`src/design/tcsf_pkg.sv`:
```
// Purpose: shared constants of the timer control and status block
// Assumes: apb with 32-bit data, one aligned word per register
// Notes: register index times four gives the byte address
`default_nettype none
package tcsf_pkg;
	// bus geometry
	localparam int ADDR_W = 12;
	localparam int DATA_W = 32;
	localparam int BYTE_W = 8;
	// register indices; byte address is index times four
	localparam logic [7:0] IDX_CTRL = 8'h91;
	localparam logic [7:0] IDX_RLD_LO = 8'h92;
	localparam logic [7:0] IDX_RLD_HI = 8'h93;
	localparam logic [7:0] IDX_CNT_LO = 8'h94;
	localparam logic [7:0] IDX_CNT_HI = 8'h95;
	localparam logic [7:0] IDX_CLKSEL = 8'h96;
	localparam logic [7:0] IDX_IE = 8'h97;
	localparam logic [7:0] IDX_EVT_ST = 8'h98;
	localparam logic [7:0] IDX_EVT_MASK = 8'h99;
	// byte addresses
	localparam logic [11:0] ADDR_CTRL = {2'h0, IDX_CTRL, 2'h0};
	localparam logic [11:0] ADDR_RLD_LO = {2'h0, IDX_RLD_LO, 2'h0};
	localparam logic [11:0] ADDR_RLD_HI = {2'h0, IDX_RLD_HI, 2'h0};
	localparam logic [11:0] ADDR_CNT_LO = {2'h0, IDX_CNT_LO, 2'h0};
	localparam logic [11:0] ADDR_CNT_HI = {2'h0, IDX_CNT_HI, 2'h0};
	localparam logic [11:0] ADDR_CLKSEL = {2'h0, IDX_CLKSEL, 2'h0};
	localparam logic [11:0] ADDR_IE = {2'h0, IDX_IE, 2'h0};
	localparam logic [11:0] ADDR_EVT_ST = {2'h0, IDX_EVT_ST, 2'h0};
	localparam logic [11:0] ADDR_EVT_MASK = {2'h0, IDX_EVT_MASK, 2'h0};
	// timer_control field positions
	localparam int HOV_BIT = 7;
	localparam int LOV_BIT = 6;
	localparam int LOIE_BIT = 5;
	localparam int CAPEN_BIT = 4;
	localparam int SPLIT_BIT = 3;
	localparam int RUN_BIT = 2;
	localparam int UNUSED_BIT = 1;
	localparam int XCLK_BIT = 0;
	// clock_select_register fields: low and high byte system clock select
	localparam int LO_SYS_BIT = 0;
	localparam int HI_SYS_BIT = 1;
	// event status and mask fields
	localparam int EVT_HOV = 0;
	localparam int EVT_LOV = 1;
	// reset values
	localparam logic [7:0] CTRL_RST = 8'h00;
	localparam logic [7:0] BYTE_RST = 8'h00;
	localparam logic [1:0] FLD2_RST = 2'h0;
	// counting constants
	localparam logic [7:0] BYTE_MAX = 8'hFF;
	localparam logic [3:0] SYS_DIV = 4'hC;
	localparam logic [2:0] EXT_DIV_LAST = 3'h7;
endpackage
`default_nettype wire

```
`src/design/tcsf_top.sv`:
```
// Purpose: control, flags and counting of the 16/8-bit reload timer
// Assumes: apb slave with zero wait states, ext_osc synchronous
// Notes: event status clears on read, flags clear by software write
//
// Chosen here: the address map and register access over APB.
`default_nettype none
// Summary of operation
// - high byte rollover sets high overflow flag
// - 16-bit wrap sets high overflow flag
// - enabled timer interrupt follows high overflow
// - high flag stays until software clears
// - low byte rollover sets low flag always
// - low interrupt needs low enable and timer enable
// - capture enable bit turns capture on
// - split select picks 16-bit or two bytes
// - 16-bit count and split high byte only while run control is one
// - split mode low byte ignores run control
// - unused control bit reads zero, ignores writes
// - clock is system/12 or external/8
// - external select applies to both bytes
// - 16-bit wrap loads both reload bytes
// - split bytes reload from own reload byte
// - per-byte select picks undivided system clock
// - capture copies count and sets high flag
module tcsf_top (
	// clock and reset
	input wire logic clk_sys,
	input wire logic rst,
	// apb slave
	input wire logic psel,
	input wire logic penable,
	input wire logic pwrite,
	input wire logic [11:0] paddr,
	input wire logic [31:0] pwdata,
	output logic [31:0] prdata,
	output logic pready,
	output logic pslverr,
	// external oscillator, synchronous level
	input wire logic ext_osc,
	// timer interrupt request
	output logic timer_irq
);
	// apb decode
	logic setup;
	logic access;
	logic wr_acc;
	logic rd_acc;
	logic sel_ctrl;
	logic sel_clksel;
	logic sel_ie;
	logic sel_st;
	logic sel_mask;
	logic [1:0] sel_rld;
	logic [1:0] sel_cnt;
	logic hit;
	logic wr_ctrl;
	logic rd_st;
	logic [1:0] wr_rld;
	logic [1:0] wr_cnt;
	logic [31:0] rd_mux;
	logic [31:0] prdata_reg;

	// control fields of timer_control
	logic high_overflow_flag_reg;
	logic high_overflow_flag_next;
	logic low_overflow_flag_reg;
	logic low_overflow_flag_next;
	logic low_overflow_irq_enable_reg;
	logic capture_mode_enable_reg;
	logic split_mode_select_reg;
	logic run_control_reg;
	logic external_clock_select_reg;
	logic [7:0] timer_control;

	// other registers
	logic [1:0] clksel_reg;
	logic ie_reg;
	logic [1:0] evt_st_reg;
	logic [1:0] evt_st_next;
	logic [1:0] evt_mask_reg;
	logic [1:0][7:0] rld_reg;
	logic [1:0][7:0] rld_next;

	// counting
	logic sys12_tick;
	logic ext8_tick;
	logic [1:0] tick;
	logic [1:0] cnt_en;
	logic [1:0] rld_en;
	logic [1:0] wrap;
	logic [1:0][7:0] cnt;
	logic cap_evt;
	logic hov_set;
	logic lov_set;

	// zero wait state slave; unmapped words answer with an error
	assign setup = psel & ~penable;
	assign access = psel & penable;
	assign wr_acc = access & pwrite;
	assign rd_acc = access & ~pwrite;
	assign sel_ctrl = paddr == tcsf_pkg::ADDR_CTRL;
	assign sel_rld[0] = paddr == tcsf_pkg::ADDR_RLD_LO;
	assign sel_rld[1] = paddr == tcsf_pkg::ADDR_RLD_HI;
	assign sel_cnt[0] = paddr == tcsf_pkg::ADDR_CNT_LO;
	assign sel_cnt[1] = paddr == tcsf_pkg::ADDR_CNT_HI;
	assign sel_clksel = paddr == tcsf_pkg::ADDR_CLKSEL;
	assign sel_ie = paddr == tcsf_pkg::ADDR_IE;
	assign sel_st = paddr == tcsf_pkg::ADDR_EVT_ST;
	assign sel_mask = paddr == tcsf_pkg::ADDR_EVT_MASK;
	assign hit = sel_ctrl | (|sel_rld) | (|sel_cnt) | sel_clksel |
		sel_ie | sel_st | sel_mask;
	assign pready = 1'b1;
	assign pslverr = access & ~hit;
	assign wr_ctrl = wr_acc & sel_ctrl;
	assign wr_rld = {2{wr_acc}} & sel_rld;
	assign wr_cnt = {2{wr_acc}} & sel_cnt;
	assign rd_st = rd_acc & sel_st;

	// control word as software sees it; bit 1 is wired low
	assign timer_control = {high_overflow_flag_reg,
		low_overflow_flag_reg, low_overflow_irq_enable_reg,
		capture_mode_enable_reg, split_mode_select_reg,
		run_control_reg, 1'b0, external_clock_select_reg};

	// read mux, sampled in the setup phase
	assign rd_mux = sel_ctrl ? {24'h000000, timer_control} :
		sel_rld[0] ? {24'h000000, rld_reg[0]} :
		sel_rld[1] ? {24'h000000, rld_reg[1]} :
		sel_cnt[0] ? {24'h000000, cnt[0]} :
		sel_cnt[1] ? {24'h000000, cnt[1]} :
		sel_clksel ? {30'h0000000, clksel_reg} :
		sel_ie ? {31'h0000000, ie_reg} :
		sel_st ? {30'h0000000, evt_st_reg} :
		sel_mask ? {30'h0000000, evt_mask_reg} : 32'h00000000;
	assign prdata = prdata_reg;

	// clock enables from the dividers
	tcsf_prescale u_prescale (
		.clk_sys(clk_sys),
		.rst(rst),
		.ext_osc(ext_osc),
		.sys12_tick(sys12_tick),
		.ext8_tick(ext8_tick)
	);

	// per-byte clock source: undivided, system/12 or external/8
	genvar gi;
	generate
		for (gi = 0; gi < 2; gi++)
		begin : g_byte
			assign tick[gi] = clksel_reg[gi] ? 1'b1 :
				(external_clock_select_reg ? ext8_tick :
				sys12_tick);
			tcsf_byte_cnt u_cnt (
				.clk_sys(clk_sys),
				.rst(rst),
				.count_en(cnt_en[gi]),
				.reload_en(rld_en[gi]),
				.reload_val(rld_reg[gi]),
				.wr_en(wr_cnt[gi]),
				.wr_data(pwdata[7:0]),
				.count(cnt[gi]),
				.wrap(wrap[gi])
			);
		end
	endgenerate

	// 16-bit: whole counter runs on the low byte clock under run control;
	// split: low byte free running, high byte gated by run control
	assign cnt_en[0] = split_mode_select_reg ? tick[0] :
		run_control_reg & tick[0];
	assign cnt_en[1] = split_mode_select_reg ?
		run_control_reg & tick[1] :
		wrap[0];
	// in 16-bit mode the low byte reloads only on full 16-bit wrap, else it rolls to zero; split always reloads
	assign rld_en[0] = split_mode_select_reg |
		(cnt[1] == tcsf_pkg::BYTE_MAX);
	assign rld_en[1] = 1'b1;

	// overflow and capture events
	assign cap_evt = capture_mode_enable_reg & ext8_tick;
	assign hov_set = wrap[1] | cap_evt;
	assign lov_set = wrap[0];

	// hardware set beats a software clear in the same cycle
	assign high_overflow_flag_next = hov_set |
		(wr_ctrl ? pwdata[tcsf_pkg::HOV_BIT] : high_overflow_flag_reg);
	assign low_overflow_flag_next = lov_set |
		(wr_ctrl ? pwdata[tcsf_pkg::LOV_BIT] : low_overflow_flag_reg);

	// capture wins over a software reload write
	assign rld_next[0] = cap_evt ? cnt[0] :
		wr_rld[0] ? pwdata[7:0] : rld_reg[0];
	assign rld_next[1] = cap_evt ? cnt[1] :
		wr_rld[1] ? pwdata[7:0] : rld_reg[1];

	// only bits returned to software are cleared, so none is lost
	assign evt_st_next[tcsf_pkg::EVT_HOV] = hov_set |
		(evt_st_reg[tcsf_pkg::EVT_HOV] &
		~(rd_st & prdata_reg[tcsf_pkg::EVT_HOV]));
	assign evt_st_next[tcsf_pkg::EVT_LOV] = lov_set |
		(evt_st_reg[tcsf_pkg::EVT_LOV] &
		~(rd_st & prdata_reg[tcsf_pkg::EVT_LOV]));

	// interrupt: low events also need the low-byte enable
	assign timer_irq = ie_reg & (
		(evt_st_reg[tcsf_pkg::EVT_HOV] & evt_mask_reg[tcsf_pkg::EVT_HOV]) |
		(evt_st_reg[tcsf_pkg::EVT_LOV] & evt_mask_reg[tcsf_pkg::EVT_LOV] &
		low_overflow_irq_enable_reg));

	// flags, status and read data
	always_ff @(posedge clk_sys)
	begin
		if (rst)
		begin
			high_overflow_flag_reg <= 1'b0;
			low_overflow_flag_reg <= 1'b0;
			evt_st_reg <= tcsf_pkg::FLD2_RST;
			rld_reg <= {tcsf_pkg::BYTE_RST, tcsf_pkg::BYTE_RST};
			prdata_reg <= 32'h00000000;
		end
		else
		begin
			high_overflow_flag_reg <= high_overflow_flag_next;
			low_overflow_flag_reg <= low_overflow_flag_next;
			evt_st_reg <= evt_st_next;
			rld_reg <= rld_next;
			prdata_reg <= setup ? rd_mux : prdata_reg;
		end
	end

	// software-only control; bit 1 of the control word is not stored
	always_ff @(posedge clk_sys)
	begin
		if (rst)
		begin
			low_overflow_irq_enable_reg <= 1'b0;
			capture_mode_enable_reg <= 1'b0;
			split_mode_select_reg <= 1'b0;
			run_control_reg <= 1'b0;
			external_clock_select_reg <= 1'b0;
		end
		else if (wr_ctrl)
		begin
			low_overflow_irq_enable_reg <= pwdata[tcsf_pkg::LOIE_BIT];
			capture_mode_enable_reg <= pwdata[tcsf_pkg::CAPEN_BIT];
			split_mode_select_reg <= pwdata[tcsf_pkg::SPLIT_BIT];
			run_control_reg <= pwdata[tcsf_pkg::RUN_BIT];
			external_clock_select_reg <= pwdata[tcsf_pkg::XCLK_BIT];
		end
	end

	// clock select, interrupt enable and mask
	always_ff @(posedge clk_sys)
	begin
		if (rst)
		begin
			clksel_reg <= tcsf_pkg::FLD2_RST;
			ie_reg <= 1'b0;
			evt_mask_reg <= tcsf_pkg::FLD2_RST;
		end
		else
		begin
			if (wr_acc & sel_clksel)
				clksel_reg <= pwdata[1:0];
			if (wr_acc & sel_ie)
				ie_reg <= pwdata[0];
			if (wr_acc & sel_mask)
				evt_mask_reg <= pwdata[1:0];
		end
	end
endmodule
`default_nettype wire

```
`src/design/tcsf_prescale.sv`:
```
// Purpose: timer clock enables from system and external sources
// Assumes: ext_osc is synchronous to clk_sys
// Notes: ticks are one-cycle pulses
`default_nettype none
module tcsf_prescale (
	// clock and reset
	input wire logic clk_sys,
	input wire logic rst,
	// external oscillator level
	input wire logic ext_osc,
	// clock enables
	output logic sys12_tick,
	output logic ext8_tick
);
	logic [3:0] div12_reg;
	logic [3:0] div12_next;
	logic [2:0] div8_reg;
	logic [2:0] div8_next;
	logic osc_prev_reg;
	logic osc_rise;

	// system clock divided by 12
	assign sys12_tick = div12_reg == tcsf_pkg::SYS_DIV - 4'h1;
	assign div12_next = sys12_tick ? 4'h0 : div12_reg + 4'h1;
	// div8 falls on the eighth rising edge; that edge is the tick
	assign osc_rise = ext_osc & ~osc_prev_reg;
	assign ext8_tick = osc_rise & (div8_reg == tcsf_pkg::EXT_DIV_LAST);
	assign div8_next = osc_rise ? div8_reg + 3'h1 : div8_reg;

	// divider state
	always_ff @(posedge clk_sys)
	begin
		if (rst)
		begin
			div12_reg <= 4'h0;
			div8_reg <= 3'h0;
			osc_prev_reg <= 1'b0;
		end
		else
		begin
			div12_reg <= div12_next;
			div8_reg <= div8_next;
			osc_prev_reg <= ext_osc;
		end
	end
endmodule
`default_nettype wire

```
`src/design/tcsf_byte_cnt.sv`:
```
// Purpose: one 8-bit auto-reload counter byte
// Assumes: software write takes priority over counting
// Notes: wrap is a combinational one-cycle pulse
`default_nettype none
module tcsf_byte_cnt (
	// clock and reset
	input wire logic clk_sys,
	input wire logic rst,
	// counting control
	input wire logic count_en,
	input wire logic reload_en,
	input wire logic [7:0] reload_val,
	// software write
	input wire logic wr_en,
	input wire logic [7:0] wr_data,
	// state
	output logic [7:0] count,
	output logic wrap
);
	logic [7:0] count_reg;
	logic [7:0] count_next;

	// roll over to reload value or to zero
	assign wrap = count_en & (count_reg == tcsf_pkg::BYTE_MAX);
	assign count_next = wr_en ? wr_data :
		wrap ? (reload_en ? reload_val : tcsf_pkg::BYTE_RST) :
		count_en ? count_reg + 8'h01 : count_reg;
	assign count = count_reg;

	// count register
	always_ff @(posedge clk_sys)
	begin
		if (rst)
			count_reg <= tcsf_pkg::BYTE_RST;
		else
			count_reg <= count_next;
	end
endmodule
`default_nettype wire

```
`config.mk`:
```
export PLATFORM = sky130hd
export DESIGN_NAME = tcsf_top
export DESIGN_NICKNAME = d
export VERILOG_FILES = /design/src/design/tcsf_pkg.sv /design/src/design/tcsf_top.sv /design/src/design/tcsf_prescale.sv /design/src/design/tcsf_byte_cnt.sv
export SDC_FILE = /design/constraint.sdc
export NUM_CORES = 1
export LEC_CHECK = 0
export ABC_AREA = 1
export CORE_MARGIN = 5
export CORE_UTILIZATION = 35
export CTS_CLUSTER_SIZE = 40
export DETAILED_ROUTE_END_ITERATION = 10
export DONT_BUFFER_PORTS = 1
export PLACE_DENSITY = 0.48
export SYNTH_ARGS = -nofsm -noshare
export SYNTH_HDL_FRONTEND = slang
export SYNTH_SLANG_ARGS = --single-unit
```
`constraint.sdc`:
```
create_clock -name clk_sys -period 2.3 [get_ports clk_sys]
set_input_delay 0.46 -clock clk_sys [delete_from_list [all_inputs] [get_ports clk_sys]]
set_output_delay 0.46 -clock clk_sys [all_outputs]
set_load 0.01 [all_outputs]
```
==> report_table.html <==
<table>
<tr><th>Metric</th><th>Value</th></tr>
<tr><th colspan="2">Yosys</th></tr>
<tr><td>Synthesized cell area</td><td>0.003871 mm^2</td></tr>
<tr><td>Number of synthesized register bits</td><td>a little over 60</td></tr>
<tr><td>Yosys warns</td><td>0</td></tr>
<tr><td>Share of flip-flops with an asynchronous set or reset after synthesis</td><td>0</td></tr>
<tr><td>Count of flip-flops with a built-in enable after synthesis</td><td>0</td></tr>
<tr><td>Number of distinct library cell variants in the gate-level netlist after synthesis</td><td>40</td></tr>
<tr><td>Synthesized area divided by synthesized cell count</td><td>6.852 um^2</td></tr>
<tr><td>Ys flop type</td><td>sky130_fd_sc_hd__dfxtp_1</td></tr>
<tr><td>Number of instances in the synthesized netlist</td><td>565</td></tr>
<tr><td>Sequential fraction of the synthesis area</td><td>0.3206</td></tr>
<tr><th colspan="2">Layout</th></tr>
<tr><td>Fraction of layout cells with a size suffix above 1</td><td>0.1151</td></tr>
<tr><td>Multi-input logic area</td><td>0.002157 mm^2</td></tr>
<tr><td>Sequential cell area</td><td>0.001241 mm^2</td></tr>
<tr><td>Antenna diode count</td><td>0</td></tr>
<tr><td>Non-Filler Cell Area, Final</td><td>about 0.0042 mm^2</td></tr>
<tr><td>Area growth syn-to-layout</td><td>8.791%</td></tr>
<tr><td>Fill count</td><td>1166</td></tr>
<tr><td>Final cell count without fillers</td><td>722</td></tr>
<tr><td>NumNets Final</td><td>roughly 630</td></tr>
<tr><th colspan="2">Route</th></tr>
<tr><td>Average routed wire per standard cell</td><td>approximately 17 um</td></tr>
<tr><td>Vias</td><td>3763</td></tr>
<tr><td>Residual antenna-violating net count after detailed routing</td><td>0</td></tr>
<tr><td>Residual DRC count</td><td>0</td></tr>
<tr><td>Sum of routed wire length over all layers</td><td>11930 um</td></tr>
<tr><td>Mean number of vias per cell</td><td>5.212</td></tr>
<tr><td>First-pass detailed-route iteration total</td><td>5</td></tr>
<tr><td>DRC violation total after the first TritonRoute iteration</td><td>272</td></tr>
<tr><th colspan="2">Die</th></tr>
<tr><td>Core region area</td><td>0.01084 mm^2</td></tr>
<tr><td>Top-level I/O count</td><td>85</td></tr>
<tr><td>Die footprint</td><td>0.01326 mm^2</td></tr>
<tr><td>Horiz. Die Dim</td><td>115.2 um</td></tr>
<tr><td>Num rows</td><td>38</td></tr>
<tr><td>Initial core utilization</td><td>0.3571</td></tr>
<tr><td>Die height</td><td>115.2 um</td></tr>
<tr><th colspan="2">Setup path</th></tr>
<tr><td>Cell depth of the worst flop-to-flop path</td><td>10</td></tr>
<tr><td>Kind of end point of the critical path</td><td>output pin</td></tr>
<tr><td>Register-to-register setup slack</td><td>between 200 and 300 ps</td></tr>
<tr><td>WP data arrival</td><td>1580 ps</td></tr>
<tr><td>Launching point of the worst reg2reg path</td><td>g_byte[0].u_cnt.count[1]$_SDFFE_PP0P_</td></tr>
<tr><td>Crit-path max FO</td><td>9</td></tr>
<tr><td>Reg-to-reg endpoint</td><td>g_byte[1].u_cnt.count[4]$_SDFFE_PP0P_</td></tr>
<tr><td>Crit path launch type</td><td>input port</td></tr>
<tr><td>Required time of the critical path</td><td>between 1500 and 2000 ps</td></tr>
<tr><td>WS Path Type</td><td>in2out</td></tr>
<tr><th colspan="2">Power and ir drop</th></tr>
<tr><td>Lkg Pwr</td><td>1.660 nW</td></tr>
<tr><td>VDD IR-drop max</td><td>approximately 0.33 mV</td></tr>
<tr><td>Power per cell area</td><td>524.3 mW/mm^2</td></tr>
<tr><th colspan="2">Placement</th></tr>
<tr><td>Gpl congestion</td><td>0.8853</td></tr>
<tr><td>Hpwl dp</td><td>9177 um</td></tr>
<tr><td>Standard cell area after detailed placement</td><td>~0.004 mm^2</td></tr>
<tr><td>Minimum setup slack after placement</td><td>225.4 ps</td></tr>
<tr><td>Post-placement cell count</td><td>707</td></tr>
<tr><td>Count of buffers from port buffering</td><td>0</td></tr>
<tr><th colspan="2">STA</th></tr>
<tr><td>Total Neg Setup Slack</td><td>0 ps</td></tr>
<tr><td>Number of setup violations in the final report</td><td>0</td></tr>
<tr><td>Final setup slack of the worst path</td><td>256.5 ps</td></tr>
<tr><td>Final critical-path required period</td><td>2043 ps</td></tr>
<tr><td>Slew Limit Fails</td><td>0</td></tr>
<tr><td>Ratio of final minimum period to clock period</td><td>0.8885</td></tr>
<tr><td>Final-layout worst hold slack</td><td>~150 ps</td></tr>
<tr><td>RSZ-0062 raised after global routing</td><td>false</td></tr>
<tr><td>Max Clk Rate</td><td>0.4894 GHz</td></tr>
<tr><td>Worst max-slew margin expressed relative to the limit</td><td>0.5626</td></tr>
<tr><td>Number of hold violations in the final report</td><td>0</td></tr>
<tr><td>Clock Skews</td><td>roughly 14 ps</td></tr>
<tr><td>Slew at the pin closest to its max-slew limit</td><td>~660 ps</td></tr>
<tr><th colspan="2">Worst hold path</th></tr>
<tr><td>Hold path depth</td><td>1</td></tr>
<tr><td>Hold_sp</td><td>rst</td></tr>
<tr><td>Class of the most critical hold timing path</td><td>in2reg</td></tr>
<tr><td>Hold worst-path end</td><td>ie_reg$_SDFFE_PP0P_</td></tr>
<tr><th colspan="2">Clock tree</th></tr>
<tr><td>Clock Path Buffers</td><td>2</td></tr>
<tr><td>CTS HTree Levels</td><td>3</td></tr>
<tr><td>Clk sinks</td><td>between 60 and 70</td></tr>
<tr><td>Clock-pin slew on the worst setup and hold paths</td><td>80 ps</td></tr>
<tr><td>TritonCTS buffer count</td><td>9</td></tr>
<tr><td>Clock insertion delay at the later pin of the skew report</td><td>370 ps</td></tr>
<tr><td>Clock tree from TritonCTS</td><td>done</td></tr>
<tr><td>CTS Root Buffer Type</td><td>sky130_fd_sc_hd__clkbuf_8</td></tr>
<tr><th colspan="2">Global routing</th></tr>
<tr><td>Wire length of the first global-routing pass</td><td>between 15000 and 20000 um</td></tr>
<tr><td>GRT Residual Overflow</td><td>0</td></tr>
<tr><td>Antenna violations before repair</td><td>0</td></tr>
<tr><td>Combined global-route utilization of all metal layers</td><td>0.1869</td></tr>
<tr><td>Number of global-route vias before repair</td><td>3542</td></tr>
<tr><td>Pin count of the biggest net entering global routing</td><td>38</td></tr>
<tr><th colspan="2">Run</th></tr>
<tr><td>Count of max-cap constraint violations</td><td>0</td></tr>
<tr><th colspan="2">Outcome</th></tr>
<tr><td>Run status</td><td>completed</td></tr>
</table>
layout make-up:
cell class                      instances  share of cell area
Clock buffer                           11             0.03357
Sequential cell                        62              0.2947
Tap cell                              140             0.04159
Multi-Input combinational cell        405              0.5122
Timing Repair Buffer                   15             0.02971
Inverter                               85             0.07695
Clock inverter                          4             0.01129
logic make-up (layout without fill, tap and decap cells):
kind of cell               Yosys count  after routing  share of synthesized area
AOI/OAI and AO/OA                  149            149                     0.2211
and+or+nand+nor                    214            214                     0.2673
xor gates and xnor gates            12             12                    0.02715
adders and majority gates            5              5                    0.01616
buffers and inverters              121            115                     0.1458
other                                2             25                   0.001940
DFF                                 62             62                     0.3206
critical path, cell delays in order:
cell	delay (ps)
sky130_fd_sc_hd__inv_1	20
sky130_fd_sc_hd__nor2_1	150
sky130_fd_sc_hd__nand3_1	120
sky130_fd_sc_hd__nor2_1	250
sky130_fd_sc_hd__nand3_2	250
sky130_fd_sc_hd__nand2_1	130
sky130_fd_sc_hd__nor4_1	60
sky130_fd_sc_hd__buf_4	140
power by group:
group | total, mW | switching, mW | internal [mW]
Combinational | 0.123 | 0.0894 | 0.0334
Sequential | 1.10 | 0.0111 | 1.09
Clock | 0.986 | 0.466 | 0.521
Total | 2.21 | 0.566 | 1.64
worst max-delay path by stage:
stage / startpoint / end / slack (ps) / depth (start not counted)
2_1_floorplan: paddr[2] / pslverr / 370 / 8
3_3_place_gp: g_byte[0].u_cnt.count[1]$_SDFFE_PP0P_ / g_byte[1].u_cnt.count[0]$_SDFFE_PP0P_ / 250 / 10
3_5_place_dp: paddr[6] / prdata[5]$_SDFFE_PP0P_ / 230 / 9
4_1_cts: g_byte[1].u_cnt.count[1]$_SDFFE_PP0P_ / g_byte[1].u_cnt.count[5]$_SDFFE_PP0P_ / 230 / 10
5_1_grt: g_byte[0].u_cnt.count[1]$_SDFFE_PP0P_ / g_byte[1].u_cnt.count[4]$_SDFFE_PP0P_ / 40 / 10
6_report: paddr[6] / pslverr / 260 / 8
through the flow:
step | total power [mW] | util
floorplan | 1.258 | -
global placement | 1.245 | 0.3706
detailed placement | 1.246 | 0.3706
CTS | 2.227 | 0.3880
global route | 2.296 | 0.3885
finish | 2.208 | 0.3885
cell usage in the layout (no fill, tap or decap), types with 2 or more instances in the layout:
cell                        n
sky130_fd_sc_hd__nand3_1   35
sky130_fd_sc_hd__o211ai_1   8
sky130_fd_sc_hd__nand2_1   94
sky130_fd_sc_hd__a21oi_1   53
sky130_fd_sc_hd__nand3b_1   3
sky130_fd_sc_hd__inv_1     78
sky130_fd_sc_hd__or2_2      2
sky130_fd_sc_hd__dfxtp_1   62
sky130_fd_sc_hd__nand3_2    4
sky130_fd_sc_hd__nor4_1     2
sky130_fd_sc_hd__inv_4      2
sky130_fd_sc_hd__inv_2      5
sky130_fd_sc_hd__a31oi_1    4
sky130_fd_sc_hd__nor2_4     3
sky130_fd_sc_hd__clkinv_2   2
sky130_fd_sc_hd__nor3_4     2
sky130_fd_sc_hd__nor2_1    43
sky130_fd_sc_hd__clkbuf_8  10
sky130_fd_sc_hd__conb_1    25
sky130_fd_sc_hd__a211oi_1   4
sky130_fd_sc_hd__nand2_4    3
sky130_fd_sc_hd__o22ai_1    7
sky130_fd_sc_hd__xor2_1    10
sky130_fd_sc_hd__nor2_2     4
sky130_fd_sc_hd__nand4_1    4
sky130_fd_sc_hd__nor3_1     5
sky130_fd_sc_hd__nand2_2    7
sky130_fd_sc_hd__ha_1       5
sky130_fd_sc_hd__xnor2_1    2
sky130_fd_sc_hd__buf_4     14
sky130_fd_sc_hd__o21ai_0   57
sky130_fd_sc_hd__o221ai_1  11
cells in the mapped netlist (8+ instances only):
cell | count | share of area
sky130_fd_sc_hd__o211ai_1 | 8 | 0.016
sky130_fd_sc_hd__a21oi_1 | 53 | 0.069
sky130_fd_sc_hd__o21ai_0 | 57 | 0.074
sky130_fd_sc_hd__nand2_1 | 94 | 0.091
sky130_fd_sc_hd__buf_4 | 27 | 0.052
sky130_fd_sc_hd__nor2_1 | 43 | 0.042
sky130_fd_sc_hd__inv_1 | 78 | 0.076
sky130_fd_sc_hd__dfxtp_1 | 62 | 0.32
sky130_fd_sc_hd__xor2_1 | 10 | 0.023
sky130_fd_sc_hd__nand3_1 | 35 | 0.045
sky130_fd_sc_hd__o221ai_1 | 11 | 0.025
layer usage:
layer  GRT usage  vias to the layer above  wire, um
li1            -                     1857         -
met1      0.2460                     1756      5437
met2      0.2863                      120      5360
met3     0.03947                       30       744
met4      0.1002                        0       387
met5           0                        -         0
what timing repair did:
action                                  4_1_cts  5_1_grt
endpoints found under the hold margin         0        0
gates resized for setup                       0        1
setup buffers                                 0        0
hold buffers                                  0        0
endpoints found under the setup margin        0        1
(Power assumes the default switching activity.)
